[src/core/supply_ctrl_pkg.sv]
/*
  constants, register map, field layout, reset values and state codes for the supply
  monitor and buck regulator control block.
  assumes a 10 MHz register clock; shared by the top block and its buck channels.
*/
package supply_ctrl_pkg;

  // ************************************************************
  // clock and timing
  // ************************************************************
  localparam int CLK_HZ           = 10_000_000;
  localparam int CYC_PER_US       = CLK_HZ / 1_000_000;
  localparam int SS_TIME_US       = 400;
  localparam int SS_CYC           = SS_TIME_US * CYC_PER_US;
  localparam int REF_W            = 8;
  localparam int REF_STEPS        = (1 << REF_W) - 1;
  // rounds down so the whole ramp never exceeds the soft-start time
  localparam int SS_STEP_CYC      = SS_CYC / REF_STEPS;
  localparam int DLY_STEP_US      = 1000;
  localparam int DLY_STEP_CYC_DEF = DLY_STEP_US * CYC_PER_US;
  localparam int CNT_W            = 24;
  // turn-on delay in units of one delay step, indexed by the 3-bit delay code
  localparam logic [6:0] DLY_MULT [8] = '{7'h00, 7'h01, 7'h02, 7'h04,
                                          7'h08, 7'h10, 7'h20, 7'h40};

  // ************************************************************
  // threshold decode
  // ************************************************************
  localparam int TH_W        = 12;
  localparam int TH_BASE_MV  = 2300;
  localparam int TH_STEP_MV  = 100;
  localparam int TH_HYST_MV  = 200;

  // ************************************************************
  // register map
  // ************************************************************
  localparam int ADDR_W = 12;
  localparam int DATA_W = 32;
  localparam int N_BUCK = 3;
  localparam logic [ADDR_W-1:0] OFS_CTRL     = 12'h000;
  localparam logic [ADDR_W-1:0] OFS_STATUS   = 12'h004;
  localparam logic [ADDR_W-1:0] OFS_IRQ_STAT = 12'h008;
  localparam logic [ADDR_W-1:0] OFS_IRQ_MASK = 12'h00c;
  localparam logic [ADDR_W-1:0] OFS_BUCK     = 12'h010;

  localparam int CTRL_CODE_LSB = 0;
  localparam int CTRL_CODE_W   = 4;
  localparam int CTRL_SEL_BIT  = 4;
  localparam int ST_LOW_BIT    = 0;
  localparam int ST_OT_BIT     = 1;
  localparam int ST_RUN_LSB    = 2;
  localparam int ST_RDY_LSB    = 5;
  localparam int IRQ_SUPPLY    = 0;
  localparam int IRQ_OTEMP     = 1;
  localparam int IRQ_W         = 2;
  localparam int BK_STRIDE     = 8;
  localparam int BK_EN_BIT     = 0;
  localparam int BK_DLY_LSB    = 1;
  localparam int BK_DLY_W      = 3;
  localparam int BK_MODE_BIT   = 4;

  localparam logic [CTRL_CODE_W-1:0] THR_CODE_RST  = 4'h7;
  localparam logic                   FAULT_SEL_RST = 1'b1;
  localparam logic [IRQ_W-1:0]       IRQ_MASK_RST  = 2'h0;
  localparam logic [N_BUCK-1:0]      BK_EN_RST     = 3'h0;
  localparam logic [N_BUCK-1:0]      BK_MODE_RST   = 3'h0;
  localparam logic [BK_DLY_W-1:0]    BK_DLY_RST    = 3'h0;

  // ************************************************************
  // buck channel states
  // ************************************************************
  typedef enum logic [3:0] {
    ST_OFF  = 4'h1,
    ST_DLY  = 4'h2,
    ST_RAMP = 4'h4,
    ST_ON   = 4'h8
  } buck_state_t;

endpackage

[src/core/buck_ctrl_if.sv]
/*
  control and status bundle between the register block and one buck channel.
  assumes both ends run on the same register clock.
*/
`timescale 1ns/1ps
`default_nettype none
interface buck_ctrl_if;
  logic                                   en;
  logic                                   kill;
  logic [supply_ctrl_pkg::BK_DLY_W-1:0]   dly_code;
  logic                                   mode;
  logic                                   run;
  logic                                   force_pwm;
  logic [supply_ctrl_pkg::REF_W-1:0]      refv;
  logic                                   ready;

  modport ctrl (output en, kill, dly_code, mode, input run, force_pwm, refv, ready);
  modport chan (input en, kill, dly_code, mode, output run, force_pwm, refv, ready);
endinterface
`default_nettype wire

[src/core/buck_channel.sv]
/*
  one buck channel: turn-on delay, soft-start reference ramp, mode pass-through.
  assumes enable and kill come synchronous to pclk from the register block.
*/
`timescale 1ns/1ps
`default_nettype none
module buck_channel #(
  parameter int unsigned DLY_STEP = supply_ctrl_pkg::DLY_STEP_CYC_DEF
) (
  // clock and reset
  input  wire logic       pclk,
  input  wire logic       presetn,
  // register block side
  buck_ctrl_if.chan       bk
);
  import supply_ctrl_pkg::*;

  localparam logic [CNT_W-1:0] SS_STEP_LD = CNT_W'(SS_STEP_CYC - 1);
  localparam logic [REF_W-1:0] REF_MAX    = REF_W'(REF_STEPS);

  buck_state_t      st_r;
  buck_state_t      st_nxt;
  logic [CNT_W-1:0] cnt_r;
  logic [CNT_W-1:0] cnt_nxt;
  logic [REF_W-1:0] ref_r;
  logic             run_r;
  logic             rdy_r;
  logic             pwm_r;
  logic             off_req;

  // ************************************************************
  // sequencing
  // ************************************************************
  assign off_req = ~bk.en | bk.kill;

  function automatic logic [CNT_W-1:0] dly_cycles(input logic [BK_DLY_W-1:0] code);
    dly_cycles = CNT_W'(int'(DLY_MULT[code]) * int'(DLY_STEP));
  endfunction

  always_comb begin
    st_nxt  = st_r;
    cnt_nxt = cnt_r;
    case (st_r)
      ST_OFF: begin
        if (!off_req) begin
          st_nxt  = ST_DLY;
          cnt_nxt = dly_cycles(bk.dly_code);
        end
      end
      ST_DLY: begin
        if (off_req) begin
          st_nxt = ST_OFF;
        end else if (cnt_r == '0) begin
          st_nxt  = ST_RAMP;
          cnt_nxt = SS_STEP_LD;
        end else begin
          cnt_nxt = cnt_r - 1'b1;
        end
      end
      ST_RAMP: begin
        if (off_req) begin
          st_nxt = ST_OFF;
        end else if (cnt_r == '0) begin
          if (ref_r == REF_MAX) begin
            st_nxt = ST_ON;
          end else begin
            cnt_nxt = SS_STEP_LD;
          end
        end else begin
          cnt_nxt = cnt_r - 1'b1;
        end
      end
      ST_ON: begin
        if (off_req) begin
          st_nxt = ST_OFF;
        end
      end
      default: begin
        st_nxt = ST_OFF;
      end
    endcase
  end

  always_ff @(posedge pclk or negedge presetn) begin
    if (!presetn) begin
      st_r  <= ST_OFF;
      cnt_r <= '0;
    end else begin
      st_r  <= st_nxt;
      cnt_r <= cnt_nxt;
    end
  end

  // ************************************************************
  // reference ramp and outputs
  // ************************************************************
  // the reference climbs one step per interval instead of jumping to full scale
  always_ff @(posedge pclk or negedge presetn) begin
    if (!presetn) begin
      ref_r <= '0;
    end else if (st_nxt == ST_OFF || st_nxt == ST_DLY) begin
      ref_r <= '0;
    end else if (st_r == ST_RAMP && cnt_r == '0 && ref_r != REF_MAX) begin
      ref_r <= ref_r + 1'b1;
    end
  end

  always_ff @(posedge pclk or negedge presetn) begin
    if (!presetn) begin
      run_r <= 1'b0;
      rdy_r <= 1'b0;
      pwm_r <= 1'b0;
    end else begin
      run_r <= (st_nxt == ST_RAMP) || (st_nxt == ST_ON);
      rdy_r <= (st_nxt == ST_ON);
      pwm_r <= bk.mode;
    end
  end

  assign bk.run       = run_r;
  assign bk.ready     = rdy_r;
  assign bk.refv      = ref_r;
  assign bk.force_pwm = pwm_r;

endmodule
`default_nettype wire

[src/core/supply_monitor_regulator_ctrl.sv]
/*
  supply monitor, fault handling and buck enable control behind an apb slave.
  assumes the comparator and over-temperature inputs are synchronous to pclk and that
  the analog side applies the rising hysteresis; the interrupt pin is open drain.
*/
// The APB register port and the placing of the registers are this design's own decisions.
`timescale 1ns/1ps
`default_nettype none
// Function
// - threshold code decodes to 2.3 V plus 0.1 V per step, up to 3.8 V
// - fault select 1 and alarm unmasked: supply drop asserts active-low interrupt
// - supply alarm holds until supply recovers and host has read status
// - fault select 0: supply drop disables every regulator at once
// - over-temperature disables all regulators and blocks enables until cleared
// - an enabled buck ramps its reference over 400 us soft start
// - each buck has a host-written enable bit, 1 on and 0 off
// - each buck waits a programmed 3-bit turn-on delay before switching on
// - mode bit 0 allows light-load power saving, 1 forces fixed frequency
// - supply low status reads 1 below threshold, 0 above
// - threshold code resets to the 3.0 V setting
// - interrupt pin open drain, low while unmasked source pending; masked at reset
module supply_monitor_regulator_ctrl #(
  parameter int unsigned DLY_STEP_CYC = supply_ctrl_pkg::DLY_STEP_CYC_DEF
) (
  // clock and reset
  input  wire logic                                      pclk,
  input  wire logic                                      presetn,
  // apb slave
  input  wire logic                                      psel,
  input  wire logic                                      penable,
  input  wire logic                                      pwrite,
  input  wire logic [supply_ctrl_pkg::ADDR_W-1:0]        paddr,
  input  wire logic [supply_ctrl_pkg::DATA_W-1:0]        pwdata,
  input  wire logic [3:0]                                pstrb,
  output logic      [supply_ctrl_pkg::DATA_W-1:0]        prdata,
  output logic                                           pready,
  output logic                                           pslverr,
  // analog monitor side
  input  wire logic                                      supply_below,
  input  wire logic                                      over_temp,
  output logic      [supply_ctrl_pkg::CTRL_CODE_W-1:0]   supply_threshold_code,
  output logic      [supply_ctrl_pkg::TH_W-1:0]          threshold_fall_mv,
  output logic      [supply_ctrl_pkg::TH_W-1:0]          threshold_rise_mv,
  // open-drain interrupt pin
  output logic                                           interrupt_request_low_o,
  output logic                                           interrupt_request_low_oe,
  // buck regulators, index 0 buck_one, 1 buck_two, 2 buck_three
  output logic      [supply_ctrl_pkg::N_BUCK-1:0]        buck_run,
  output logic      [supply_ctrl_pkg::N_BUCK-1:0]        buck_ready,
  output logic      [supply_ctrl_pkg::N_BUCK-1:0]        buck_force_pwm,
  output logic      [supply_ctrl_pkg::N_BUCK-1:0][supply_ctrl_pkg::REF_W-1:0] buck_ref
);
  import supply_ctrl_pkg::*;

  // ************************************************************
  // declarations
  // ************************************************************
  logic [CTRL_CODE_W-1:0]            thr_code_r;
  logic                              fault_sel_r;
  logic [IRQ_W-1:0]                  irq_stat_r;
  logic [IRQ_W-1:0]                  irq_mask_r;
  logic [N_BUCK-1:0]                 en_r;
  logic [N_BUCK-1:0]                 mode_r;
  logic [N_BUCK-1:0][BK_DLY_W-1:0]   dly_r;
  logic                              low_r;
  logic                              low_prev_r;
  logic                              ot_r;
  logic                              ot_prev_r;
  logic                              read_seen_r;
  logic [DATA_W-1:0]                 prdata_r;
  logic                              pready_r;
  logic                              pslverr_r;
  logic                              irq_oe_r;
  logic [TH_W-1:0]                   fall_mv_r;
  logic [TH_W-1:0]                   rise_mv_r;

  logic                              setup;
  logic                              acc;
  logic                              wr_acc;
  logic                              rd_acc;
  logic                              hit_ctrl;
  logic                              hit_stat;
  logic                              hit_istat;
  logic                              hit_imask;
  logic                              hit_buck;
  logic                              hit_any;
  logic                              kill;
  logic                              low_fall;
  logic                              ot_rise;
  logic                              sup_set;
  logic                              sup_clr;
  logic [N_BUCK-1:0]                 run_w;
  logic [N_BUCK-1:0]                 rdy_w;
  logic [DATA_W-1:0]                 ctrl_rd;
  logic [DATA_W-1:0]                 stat_rd;
  logic [DATA_W-1:0]                 buck_rd;
  logic [DATA_W-1:0]                 rd_mux;
  logic [DATA_W-1:0]                 wv_ctrl;
  logic [DATA_W-1:0]                 wv_mask;
  logic [DATA_W-1:0]                 wv_buck;
  logic [DATA_W-1:0]                 w1c;

  // keeps the old value in every byte lane whose strobe is low
  function automatic logic [DATA_W-1:0] lane_merge(input logic [DATA_W-1:0] old_v,
                                                   input logic [DATA_W-1:0] new_v,
                                                   input logic [3:0]        strb);
    logic [DATA_W-1:0] res;
    res = old_v;
    for (int b = 0; b < 4; b++) begin
      if (strb[b]) begin
        res[b*8 +: 8] = new_v[b*8 +: 8];
      end
    end
    lane_merge = res;
  endfunction

  // ************************************************************
  // apb decode
  // ************************************************************
  assign setup     = psel & ~penable;
  assign acc       = psel & penable & pready_r;
  assign wr_acc    = acc & pwrite;
  assign rd_acc    = acc & ~pwrite;
  assign hit_ctrl  = (paddr == OFS_CTRL);
  assign hit_stat  = (paddr == OFS_STATUS);
  assign hit_istat = (paddr == OFS_IRQ_STAT);
  assign hit_imask = (paddr == OFS_IRQ_MASK);
  assign hit_buck  = (paddr == OFS_BUCK);
  assign hit_any   = hit_ctrl | hit_stat | hit_istat | hit_imask | hit_buck;

  always_comb begin
    ctrl_rd = '0;
    stat_rd = '0;
    buck_rd = '0;
    ctrl_rd[CTRL_CODE_LSB +: CTRL_CODE_W] = thr_code_r;
    ctrl_rd[CTRL_SEL_BIT]                 = fault_sel_r;
    stat_rd[ST_LOW_BIT]                   = low_r;
    stat_rd[ST_OT_BIT]                    = ot_r;
    stat_rd[ST_RUN_LSB +: N_BUCK]         = run_w;
    stat_rd[ST_RDY_LSB +: N_BUCK]         = rdy_w;
    for (int i = 0; i < N_BUCK; i++) begin
      buck_rd[i*BK_STRIDE + BK_EN_BIT]               = en_r[i];
      buck_rd[i*BK_STRIDE + BK_DLY_LSB +: BK_DLY_W]  = dly_r[i];
      buck_rd[i*BK_STRIDE + BK_MODE_BIT]             = mode_r[i];
    end
  end

  always_comb begin
    rd_mux = '0;
    if (hit_ctrl) begin
      rd_mux = ctrl_rd;
    end else if (hit_stat) begin
      rd_mux = stat_rd;
    end else if (hit_istat) begin
      rd_mux[IRQ_W-1:0] = irq_stat_r;
    end else if (hit_imask) begin
      rd_mux[IRQ_W-1:0] = irq_mask_r;
    end else if (hit_buck) begin
      rd_mux = buck_rd;
    end
  end

  assign wv_ctrl = lane_merge(ctrl_rd, pwdata, pstrb);
  assign wv_mask = lane_merge({{(DATA_W-IRQ_W){1'b0}}, irq_mask_r}, pwdata, pstrb);
  assign wv_buck = lane_merge(buck_rd, pwdata, pstrb);
  assign w1c     = lane_merge('0, pwdata, pstrb);

  // read data is latched in the setup cycle so the slave answers with no wait state
  always_ff @(posedge pclk or negedge presetn) begin
    if (!presetn) begin
      prdata_r  <= '0;
      pslverr_r <= 1'b0;
      pready_r  <= 1'b0;
    end else begin
      pready_r <= 1'b1;
      if (setup) begin
        prdata_r  <= pwrite ? '0 : rd_mux;
        pslverr_r <= ~hit_any;
      end
    end
  end

  // ************************************************************
  // control registers
  // ************************************************************
  always_ff @(posedge pclk or negedge presetn) begin
    if (!presetn) begin
      thr_code_r  <= THR_CODE_RST;
      fault_sel_r <= FAULT_SEL_RST;
    end else if (wr_acc && hit_ctrl) begin
      thr_code_r  <= wv_ctrl[CTRL_CODE_LSB +: CTRL_CODE_W];
      fault_sel_r <= wv_ctrl[CTRL_SEL_BIT];
    end
  end

  always_ff @(posedge pclk or negedge presetn) begin
    if (!presetn) begin
      irq_mask_r <= IRQ_MASK_RST;
    end else if (wr_acc && hit_imask) begin
      irq_mask_r <= wv_mask[IRQ_W-1:0];
    end
  end

  // a fault outranks a host write, so enables cannot be set while it lasts
  always_ff @(posedge pclk or negedge presetn) begin
    if (!presetn) begin
      en_r   <= BK_EN_RST;
      mode_r <= BK_MODE_RST;
      dly_r  <= {N_BUCK{BK_DLY_RST}};
    end else begin
      for (int i = 0; i < N_BUCK; i++) begin
        if (kill) begin
          en_r[i] <= 1'b0;
        end else if (wr_acc && hit_buck) begin
          en_r[i] <= wv_buck[i*BK_STRIDE + BK_EN_BIT];
        end
        if (wr_acc && hit_buck) begin
          dly_r[i]  <= wv_buck[i*BK_STRIDE + BK_DLY_LSB +: BK_DLY_W];
          mode_r[i] <= wv_buck[i*BK_STRIDE + BK_MODE_BIT];
        end
      end
    end
  end

  // ************************************************************
  // supply monitor and faults
  // ************************************************************
  always_ff @(posedge pclk or negedge presetn) begin
    if (!presetn) begin
      low_r      <= 1'b0;
      low_prev_r <= 1'b0;
      ot_r       <= 1'b0;
      ot_prev_r  <= 1'b0;
    end else begin
      low_r      <= supply_below;
      low_prev_r <= low_r;
      ot_r       <= over_temp;
      ot_prev_r  <= ot_r;
    end
  end

  assign low_fall = low_r & ~low_prev_r;
  assign ot_rise  = ot_r & ~ot_prev_r;
  assign kill     = ot_r | (low_r & ~fault_sel_r);

  always_ff @(posedge pclk or negedge presetn) begin
    if (!presetn) begin
      fall_mv_r <= '0;
      rise_mv_r <= '0;
    end else begin
      fall_mv_r <= TH_W'(TH_BASE_MV + TH_STEP_MV * int'(thr_code_r));
      rise_mv_r <= TH_W'(TH_BASE_MV + TH_HYST_MV + TH_STEP_MV * int'(thr_code_r));
    end
  end

  // ************************************************************
  // interrupts
  // ************************************************************
  assign sup_set = low_fall & fault_sel_r;
  assign sup_clr = irq_stat_r[IRQ_SUPPLY] & ~low_r & read_seen_r;

  // a status read only counts once the alarm is standing
  always_ff @(posedge pclk or negedge presetn) begin
    if (!presetn) begin
      read_seen_r <= 1'b0;
    end else if (sup_set || sup_clr) begin
      read_seen_r <= 1'b0;
    end else if (rd_acc && hit_stat && irq_stat_r[IRQ_SUPPLY]) begin
      read_seen_r <= 1'b1;
    end
  end

  // set wins over clear for both sticky bits
  always_ff @(posedge pclk or negedge presetn) begin
    if (!presetn) begin
      irq_stat_r <= '0;
    end else begin
      if (sup_set) begin
        irq_stat_r[IRQ_SUPPLY] <= 1'b1;
      end else if (sup_clr) begin
        irq_stat_r[IRQ_SUPPLY] <= 1'b0;
      end
      if (ot_rise) begin
        irq_stat_r[IRQ_OTEMP] <= 1'b1;
      end else if (wr_acc && hit_istat && w1c[IRQ_OTEMP]) begin
        irq_stat_r[IRQ_OTEMP] <= 1'b0;
      end
    end
  end

  always_ff @(posedge pclk or negedge presetn) begin
    if (!presetn) begin
      irq_oe_r <= 1'b0;
    end else begin
      irq_oe_r <= |(irq_stat_r & irq_mask_r);
    end
  end

  // ************************************************************
  // buck channels
  // ************************************************************
  for (genvar g = 0; g < N_BUCK; g++) begin : g_buck
    buck_ctrl_if bk ();
    assign bk.en       = en_r[g];
    assign bk.kill     = kill;
    assign bk.dly_code = dly_r[g];
    assign bk.mode     = mode_r[g];
    buck_channel #(
      .DLY_STEP (DLY_STEP_CYC)
    ) u_chan (
      .pclk    (pclk),
      .presetn (presetn),
      .bk      (bk.chan)
    );
    assign run_w[g]          = bk.run;
    assign rdy_w[g]          = bk.ready;
    assign buck_force_pwm[g] = bk.force_pwm;
    assign buck_ref[g]       = bk.refv;
  end

  // ************************************************************
  // outputs
  // ************************************************************
  assign prdata                   = prdata_r;
  assign pready                   = pready_r;
  assign pslverr                  = pslverr_r;
  assign supply_threshold_code    = thr_code_r;
  assign threshold_fall_mv        = fall_mv_r;
  assign threshold_rise_mv        = rise_mv_r;
  // the pin is only ever pulled low; the pull-up gives the high level
  assign interrupt_request_low_o  = 1'b0;
  assign interrupt_request_low_oe = irq_oe_r;
  assign buck_run                 = run_w;
  assign buck_ready               = rdy_w;

endmodule
`default_nettype wire

[config.mk]
export PLATFORM = sky130hd
export DESIGN_NAME = supply_monitor_regulator_ctrl
export DESIGN_NICKNAME = d
export VERILOG_FILES = /design/src/core/supply_ctrl_pkg.sv /design/src/core/buck_ctrl_if.sv /design/src/core/buck_channel.sv /design/src/core/supply_monitor_regulator_ctrl.sv
export SDC_FILE = /design/constraint.sdc
export NUM_CORES = 1
export LEC_CHECK = 0
export ABC_AREA = 1
export BUFFER_PORTS_ARGS = -buffer_cell sky130_fd_sc_hd__buf_4
export CAP_MARGIN = 20
export CORE_MARGIN = 2
export CORE_UTILIZATION = 55
export CTS_CLUSTER_DIAMETER = 40
export CTS_CLUSTER_SIZE = 24
export DETAILED_ROUTE_END_ITERATION = 6
export PLACE_DENSITY = 0.81
export SLEW_MARGIN = 20
export SYNTH_ARGS = -nofsm -noshare
export SYNTH_HDL_FRONTEND = slang
export SYNTH_SLANG_ARGS = --single-unit
[constraint.sdc]
create_clock -name pclk -period 3.08 [get_ports pclk]
set_clock_uncertainty 0.15 [all_clocks]
set_input_delay 0.462 -clock pclk [delete_from_list [all_inputs] [get_ports pclk]]
set_output_delay 0.462 -clock pclk [all_outputs]
set_load 0.01 [all_outputs]
Yosys cells after proc, flatten, opt, wreduce, memory -nomap -nowiden
Memory sizes are Yosys's and may differ from the RTL's.
Index checks and enable logic that the tools add are counted.
Widths: inputs -> output; s select.
{ "op_classes": {"n_addsub": 8, "n_mul": 4, "magnitude_cmp": 3, "n_eq_ne": 46, "n_mux": 81, "bitwise": 33, "n_reduce_logical": 49} }
{ "ops": {"columns": ["operator", "count"], "rows": [
  ["$mux 24", 18],
  ["$pmux 24 s3", 3],
  ["$mux 32", 3],
  ["$mux 4", 21],
  ["$logic_not 24->1", 3],
  ["$sub 24x1->24 const B", 3],
  ["$mul 7x10->17 const B", 3],
  ["$mux 8", 6],
  ["$pmux 4 s4", 3],
  ["$mux 7", 6],
  ["$mux 30", 1],
  ["$add 8x1->8 const B", 3],
  ["$eq 12x4->1 const B", 2],
  ["$eq 4x1->1 const B", 6],
  ["$eq 4x2->1 const B", 6],
  ["$eq 4x3->1 const B", 6],
  ["$eq 4x4->1 const B", 6],
  ["$eq 8x8->1 const B", 3],
  ["$ne 8x8->1 const B", 3],
  ["$mux 21", 1],
  ["$reduce_bool 2->1", 10],
  ["$mux 19", 1],
  ["$ne 2x2->1 const B", 9],
  ["$reduce_and 2->1", 8],
  ["other kinds (20)", 90]
]} }
{ "totals": {"ff_bits": 205, "rom_bits": 168, "out_inout_bits": 97, "elab_cells": 270, "memories": 3} }
{ "mem_list": {"columns": ["name", "words", "width", "rd", "rd_ports_with_merged_regs", "write_ports", "line", "text"], "rows": [
  ["(no name shown)", 8, 7, 1, 0, 0, "buck_channel.sv:37", "dly_cycles = CNT_W'(int'(DLY_MULT[code]) * int'(DLY_STEP));"],
  ["(no name shown)", 8, 7, 1, 0, 0, "buck_channel.sv:37", null],
  ["(no name shown)", 8, 7, 1, 0, 0, "buck_channel.sv:37", null]
]} }

Depth between registers and ports, before layout
{ "depth": {"ltp_word": 9, "depth_mapped": 22, "ltp_nobuf": 21} }

Modules after synthesis
From an unflattened synthesis, not the netlist that was laid out.
{ "hier_totals": {"hier_cells": 1808, "area_unflattened_um2": 13764.5} }
{ "modules_own_cells": {"columns": ["module", "n_inst", "cells_per_inst", "area_each_um2", "seq_area_each_um2"], "rows": [
  ["buck_channel at g_buck[2].u_chan", 1, 480, 3483.3, 977.2],
  ["supply_monitor_regulator_ctrl", 1, 392, 3474.6, 1731.7],
  ["buck_channel at g_buck[0].u_chan", 1, 469, 3423.3, 977.2],
  ["buck_channel at g_buck[1].u_chan", 1, 467, 3383.2, 977.2]
]} }

Least setup slack after synthesis
Ideal clock, no wire load.
{ "synth_path": {"path_kind": "register to register", "from": "register dly_r, in the netlist g_buck[0].bk.dly_code[2]", "to": "register g_buck[0].u_chan.cnt_r[17]", "setup_ps": 120, "arrival_ps": 3091, "path_slack_ps": -281, "stages_incl_launch_ff": 23, "path_buffers": 1, "cell_sequence": "dfrtp_1 buf_2 inv_1 nor3_1 inv_1 o21ai_0 ha_1 fa_1 ha_1 ha_1 nand2_1 nand2_1 nand2_1 nand2_1 nand2_1 nand2_1 nand3_1 nand2_1 nand2_1 nand3_1 nand2_1 nand2_1 nand2_1"} }
{ "synth_between": {"elab_chain_cells": 7} }
{ "synth_rtl": {"columns": ["item", "line", "text"], "rows": [
  ["from (decl)", "supply_monitor_regulator_ctrl.sv:64", "logic [N_BUCK-1:0][BK_DLY_W-1:0] dly_r;"],
  ["from (signal assigned)", "supply_monitor_regulator_ctrl.sv:209", "dly_r <= {N_BUCK{BK_DLY_RST}};"],
  ["from (signal, indexed assignment)", "supply_monitor_regulator_ctrl.sv:218", "dly_r[i] <= wv_buck[i*BK_STRIDE + BK_DLY_LSB +: BK_DLY_W];"],
  ["$not 3->4 (implied by the code)", "buck_channel.sv:37", null],
  ["$mem_v2 8x7", null, null],
  ["$mux 7 (implied by the code) (2 in a row)", "buck_channel.sv:37", null],
  ["$mul 7x10->17", "buck_channel.sv:37", null],
  ["$mux 24", "buck_channel.sv:45", "if (!off_req) begin"],
  ["$pmux 24 s3", "buck_channel.sv:43", "case (st_r)"],
  ["to (signal assigned)", "buck_channel.sv:90", "cnt_r <= cnt_nxt;"],
  ["to (decl)", "buck_channel.sv:23", "logic [CNT_W-1:0] cnt_r;"]
]} }
Every way passes these cells. The select of a mux whose other input is x is not followed.
A chain may end at the register's enable or synchronous reset.

Worst setup path after layout
{ "layout_path": {"from": "register dly_r, in the netlist g_buck[1].bk.dly_code[0]", "to": "register g_buck[1].u_chan.cnt_r[15]"} }
{ "layout_between": {"elab_chain_cells": 7} }
{ "layout_rtl": {"columns": ["item", "line"], "rows": [
  ["$not 3->4 (implied by the code)", "buck_channel.sv:37"],
  ["$mem_v2 8x7", null],
  ["$mux 7 (implied by the code) (2 in a row)", "buck_channel.sv:37"],
  ["$mul 7x10->17", "buck_channel.sv:37"],
  ["$mux 24", "buck_channel.sv:45"],
  ["$pmux 24 s3", "buck_channel.sv:43"],
  ["to (signal assigned)", "buck_channel.sv:90"],
  ["to (decl)", "buck_channel.sv:23"]
]} }
Every way passes these cells. The select of a mux whose other input is x is not followed.

==> results.txt <==
status: finished, violations left
# diodes: 0
Die Ht: 162 µm
CTS tree: yes
worst path required time: 3.27 ns
Synth Register Bits: 186
routed wire length: 40200 µm
violated checks: negative setup slack
synth warn: 0
vias in the first global route: 12500
clk slew on worst S/H paths: 0.08 ns
Worst Setup End Kind: register
Max FO, Critical Path: 5
vias per std cell: 5.61
Synth Instances: 1812
post-synth cell types: 64
post-synth top area cell: dfrtp_1
Skew-Pair Late Insertion Delay: 0.45 ns
Final Instance Area: 17500 µm²
DR pass1 iterations: 6
io pins: 152
final hold violations: 0
Antenna Nets Post-Route: 0
DRC viols: 0
1st-iter DRT viols: 980
CTS Sinks: 186
Starting Density: 0.563
Port Buffers: 114
Post-synth EDFFs: 0
Post-Route Setup TNS: -1.32 ns
slew of the pin with the lowest slew margin: 0.648 ns
worst hold path type: in2reg
maximum vdd drop: 309 µV
htree depth: 4
FF/Latch Area: 4670 µm²
fmax: 305 MHz
Core Footprint: 24500 µm²
# rows: 57
Tcrit/Tclk final: 1.07
initial antenna violation count: 0
chip width: 162 µm
grt ovf: 0
Pleak: 8.69 nW
ys flop type: dfrtp_1
fin cells: 2374
Post-synth ARST share: 1.00
Synth Cell Area: 13800 µm²
root buf cell: clkbuf_16
fill cell total of the finished layout: 1689
Bufs on Longest Clock Path: 2
GRT Util Overall: 0.278
RSZ-0062 raised after global routing: yes
worst hold margin: 0.0733 ns
Setup Viol. Count Final: 14
# Max-Cap Violations: 0
post-synthesis sequential area ratio: 0.339
WL per Instance: 16.9 µm
vias: 13300
Syn-to-layout area delta: 27.4%
total power draw: 0.00496 W
Worst setup SP type: register
DIE AREA: 26300 µm²
synth top area cells: dfrtp_1 (33%), nand2_1 (12%), ha_1 (10%)
first-pass GRT wire length: 59100 µm
Placer Congestion: 0.916
Power Dens Cells: 283 nW/µm²
Pins Over Slew Limit: 0
Avg Inst Size Synth: 7.60 µm²
post-synth top area share: 0.325
Relative slew margins: 0.567
share of cells above drive strength 1: 0.282
nets@finish: 2214
DP HPWL: 26500 µm
largest net degree at the start of global routing: 60
Period minus WS final: 3.28 ns
crit path kind: reg2reg
Worst Path Arrival: 3.47 ns
placed insts: 2315
final setup margin: -0.201 ns
cts bufs inserted: 17
placed cell areas: 15600 µm²
multi-input logic area: 9000 µm²
## cell families after synthesis
family / after synthesis / synth area share
and+or+nand+nor: 875 / 0.292
buffers and inverters: 312 / 0.0993
AOI/OAI and AO/OA: 239 / 0.105
DFF: 186 / 0.339
adders and majority gates: 122 / 0.116
xor gates and xnor gates: 75 / 0.0477
other: 2 / 0.000546
muxes: 1 / 0.000727
## per-layer routing
metal | track usage | vias to the layer above | wire [µm] | share of wire
met5 | 0 | - | 0 | 0
met4 | 0.117 | 0 | 2220 | 0.055
met2 | 0.486 | 584 | 19700 | 0.49
li1 | - | 6247 | - | -
met1 | 0.344 | 6293 | 15700 | 0.39
met3 | 0.0396 | 190 | 2610 | 0.065
## cell type report
class,instances,share of cell area
Timing Repair Buffer,243,0.109
Multi-Input combinational cell,1344,0.513
Clock inverter,15,0.0108
Clock buffer,17,0.0243
Inverter,245,0.0532
Sequential cell,186,0.266
Tap cell,324,0.0231
## synth_stat cells, types with 10 or more instances
cell      instances
nor2_1          195
inv_1           220
o41ai_1          10
a21oi_1          56
buf_2            10
o21ai_0          85
nand2_1         427
dfrtp_1         179
inv_2            21
o21ai_1          24
clkbuf_1         16
o21ai_2          22
nor3_1           17
xor2_1           67
nor2_4           15
o22ai_1          10
nand3_1         131
nor2_2           14
buf_4            34
nand4_1          28
ha_1            112
fa_1             10
## power by group
| part | total [W] | leakage [nW] | switching (W) | internal, W |
|---|---|---|---|---|
| combinational | 0.000252 | 6.06 | 0.000154 | 0.0000987 |
| sequential | 0.00245 | 2.33 | 0.00000384 | 0.00245 |
| clock | 0.00226 | 0.298 | 0.00114 | 0.00111 |
## metrics by stage
step | setup WS (ns) | util
global placement | -0.0932 | 0.640
detailed placement | -0.197 | 0.640
finish | -0.201 | 0.717
global route | -0.386 | 0.717
CTS | -0.0188 | 0.685
floorplan | 0.00515 | -
## timing repair
action	4_1_cts	5_1_grt
hold endpoints to repair	57	0
resized for setup	71	148
endpoints found under the setup margin	20	22
setup buffers	11	15
cloned	0	0
hold buffers	3	0
pin swaps	44	95
## flip-flops by register name (all words and copies together) (netlist names), 2 cells and up
signal and cells:
threshold_fall_mv 10, g_buck.bk.dly_code 9, mode_r 3, g_buck.u_chan.bk.ready 3, g_buck.u_chan.bk.run 3, en_r 3
irq_mask_r 2, prdata 18, supply_threshold_code 4, g_buck.u_chan.bk.refv 24, irq_stat_r 2, threshold_rise_mv 9
g_buck.u_chan.bk.force_pwm 3, g_buck.u_chan.st_r 12, g_buck.u_chan.cnt_r 72
## cells in the final DEF (no fill, tap or decap), drive strengths merged, types with 2 or more instances in the layout
| master | n |
|---|---|
| nand2 | 438 |
| inv | 250 |
| buf | 239 |
| nor2 | 226 |
| dfrtp | 179 |
| nand3 | 142 |
| o21ai | 132 |
| ha | 112 |
| xor2 | 67 |
| a21oi | 59 |
| conb | 32 |
| nand4 | 29 |
| nor3 | 21 |
| clkbuf | 18 |
| o22ai | 11 |
| o41ai | 10 |
| fa | 10 |
| clkinv | 10 |
| a21o | 9 |
| xnor2 | 8 |
| dfstp | 7 |
| or2 | 5 |
| nor3b | 5 |
| nand3b | 5 |
| o211ai | 4 |
| dlygate4sd3 | 3 |
| a221oi | 3 |
| nor4 | 2 |
| o21bai | 2 |
| a31oi | 2 |
| a21boi | 2 |
| a211oi | 2 |
## critical path: stages (launching register included)
cell and delay, ns:
dfrtp_2 0.46, buf_4 0.17, nand2_4 0.08, buf_6 0.13, o21ai_4 0.09, ha_4 0.28
inv_2 0.04, fa_1 0.53, inv_2 0.09, ha_4 0.30, nand4_1 0.13, nand2_2 0.14
nand2_2 0.07, nand2_2 0.11, a21oi_2 0.06, o21ai_1 0.11, o21ai_1 0.09, nand2_1 0.07
nand2_1 0.05
## final timing paths
| path | from | endpoint | slack, ns | depth (start not counted) |
|---|---|---|---|---|
| worst min register to register | low_r$_DFF_PN0_ | low_prev_r$_DFF_PN0_ | 0.25 | 0 |
| max in group asynchronous | presetn | fault_sel_r$_DFFE_PN1P_ | 1.61 | 3 |
| min in group asynchronous | presetn | threshold_fall_mv[7]$_DFF_PN0_ | 0.39 | 2 |
| worst max-delay path | g_buck[1].bk.dly_code[0]$_DFFE_PN0P_ | g_buck[1].u_chan.cnt_r[15]$_DFFE_PN0P_ | -0.20 | 18 |
| worst min-delay path | pwdata[19] | g_buck[2].bk.dly_code[2]$_DFFE_PN0P_ | 0.07 | 3 |
| worst max register to register | g_buck[1].bk.dly_code[0]$_DFFE_PN0P_ | g_buck[1].u_chan.cnt_r[15]$_DFFE_PN0P_ | -0.20 | 18 |
No activity file was read; power rests on OpenSTA's default activity.
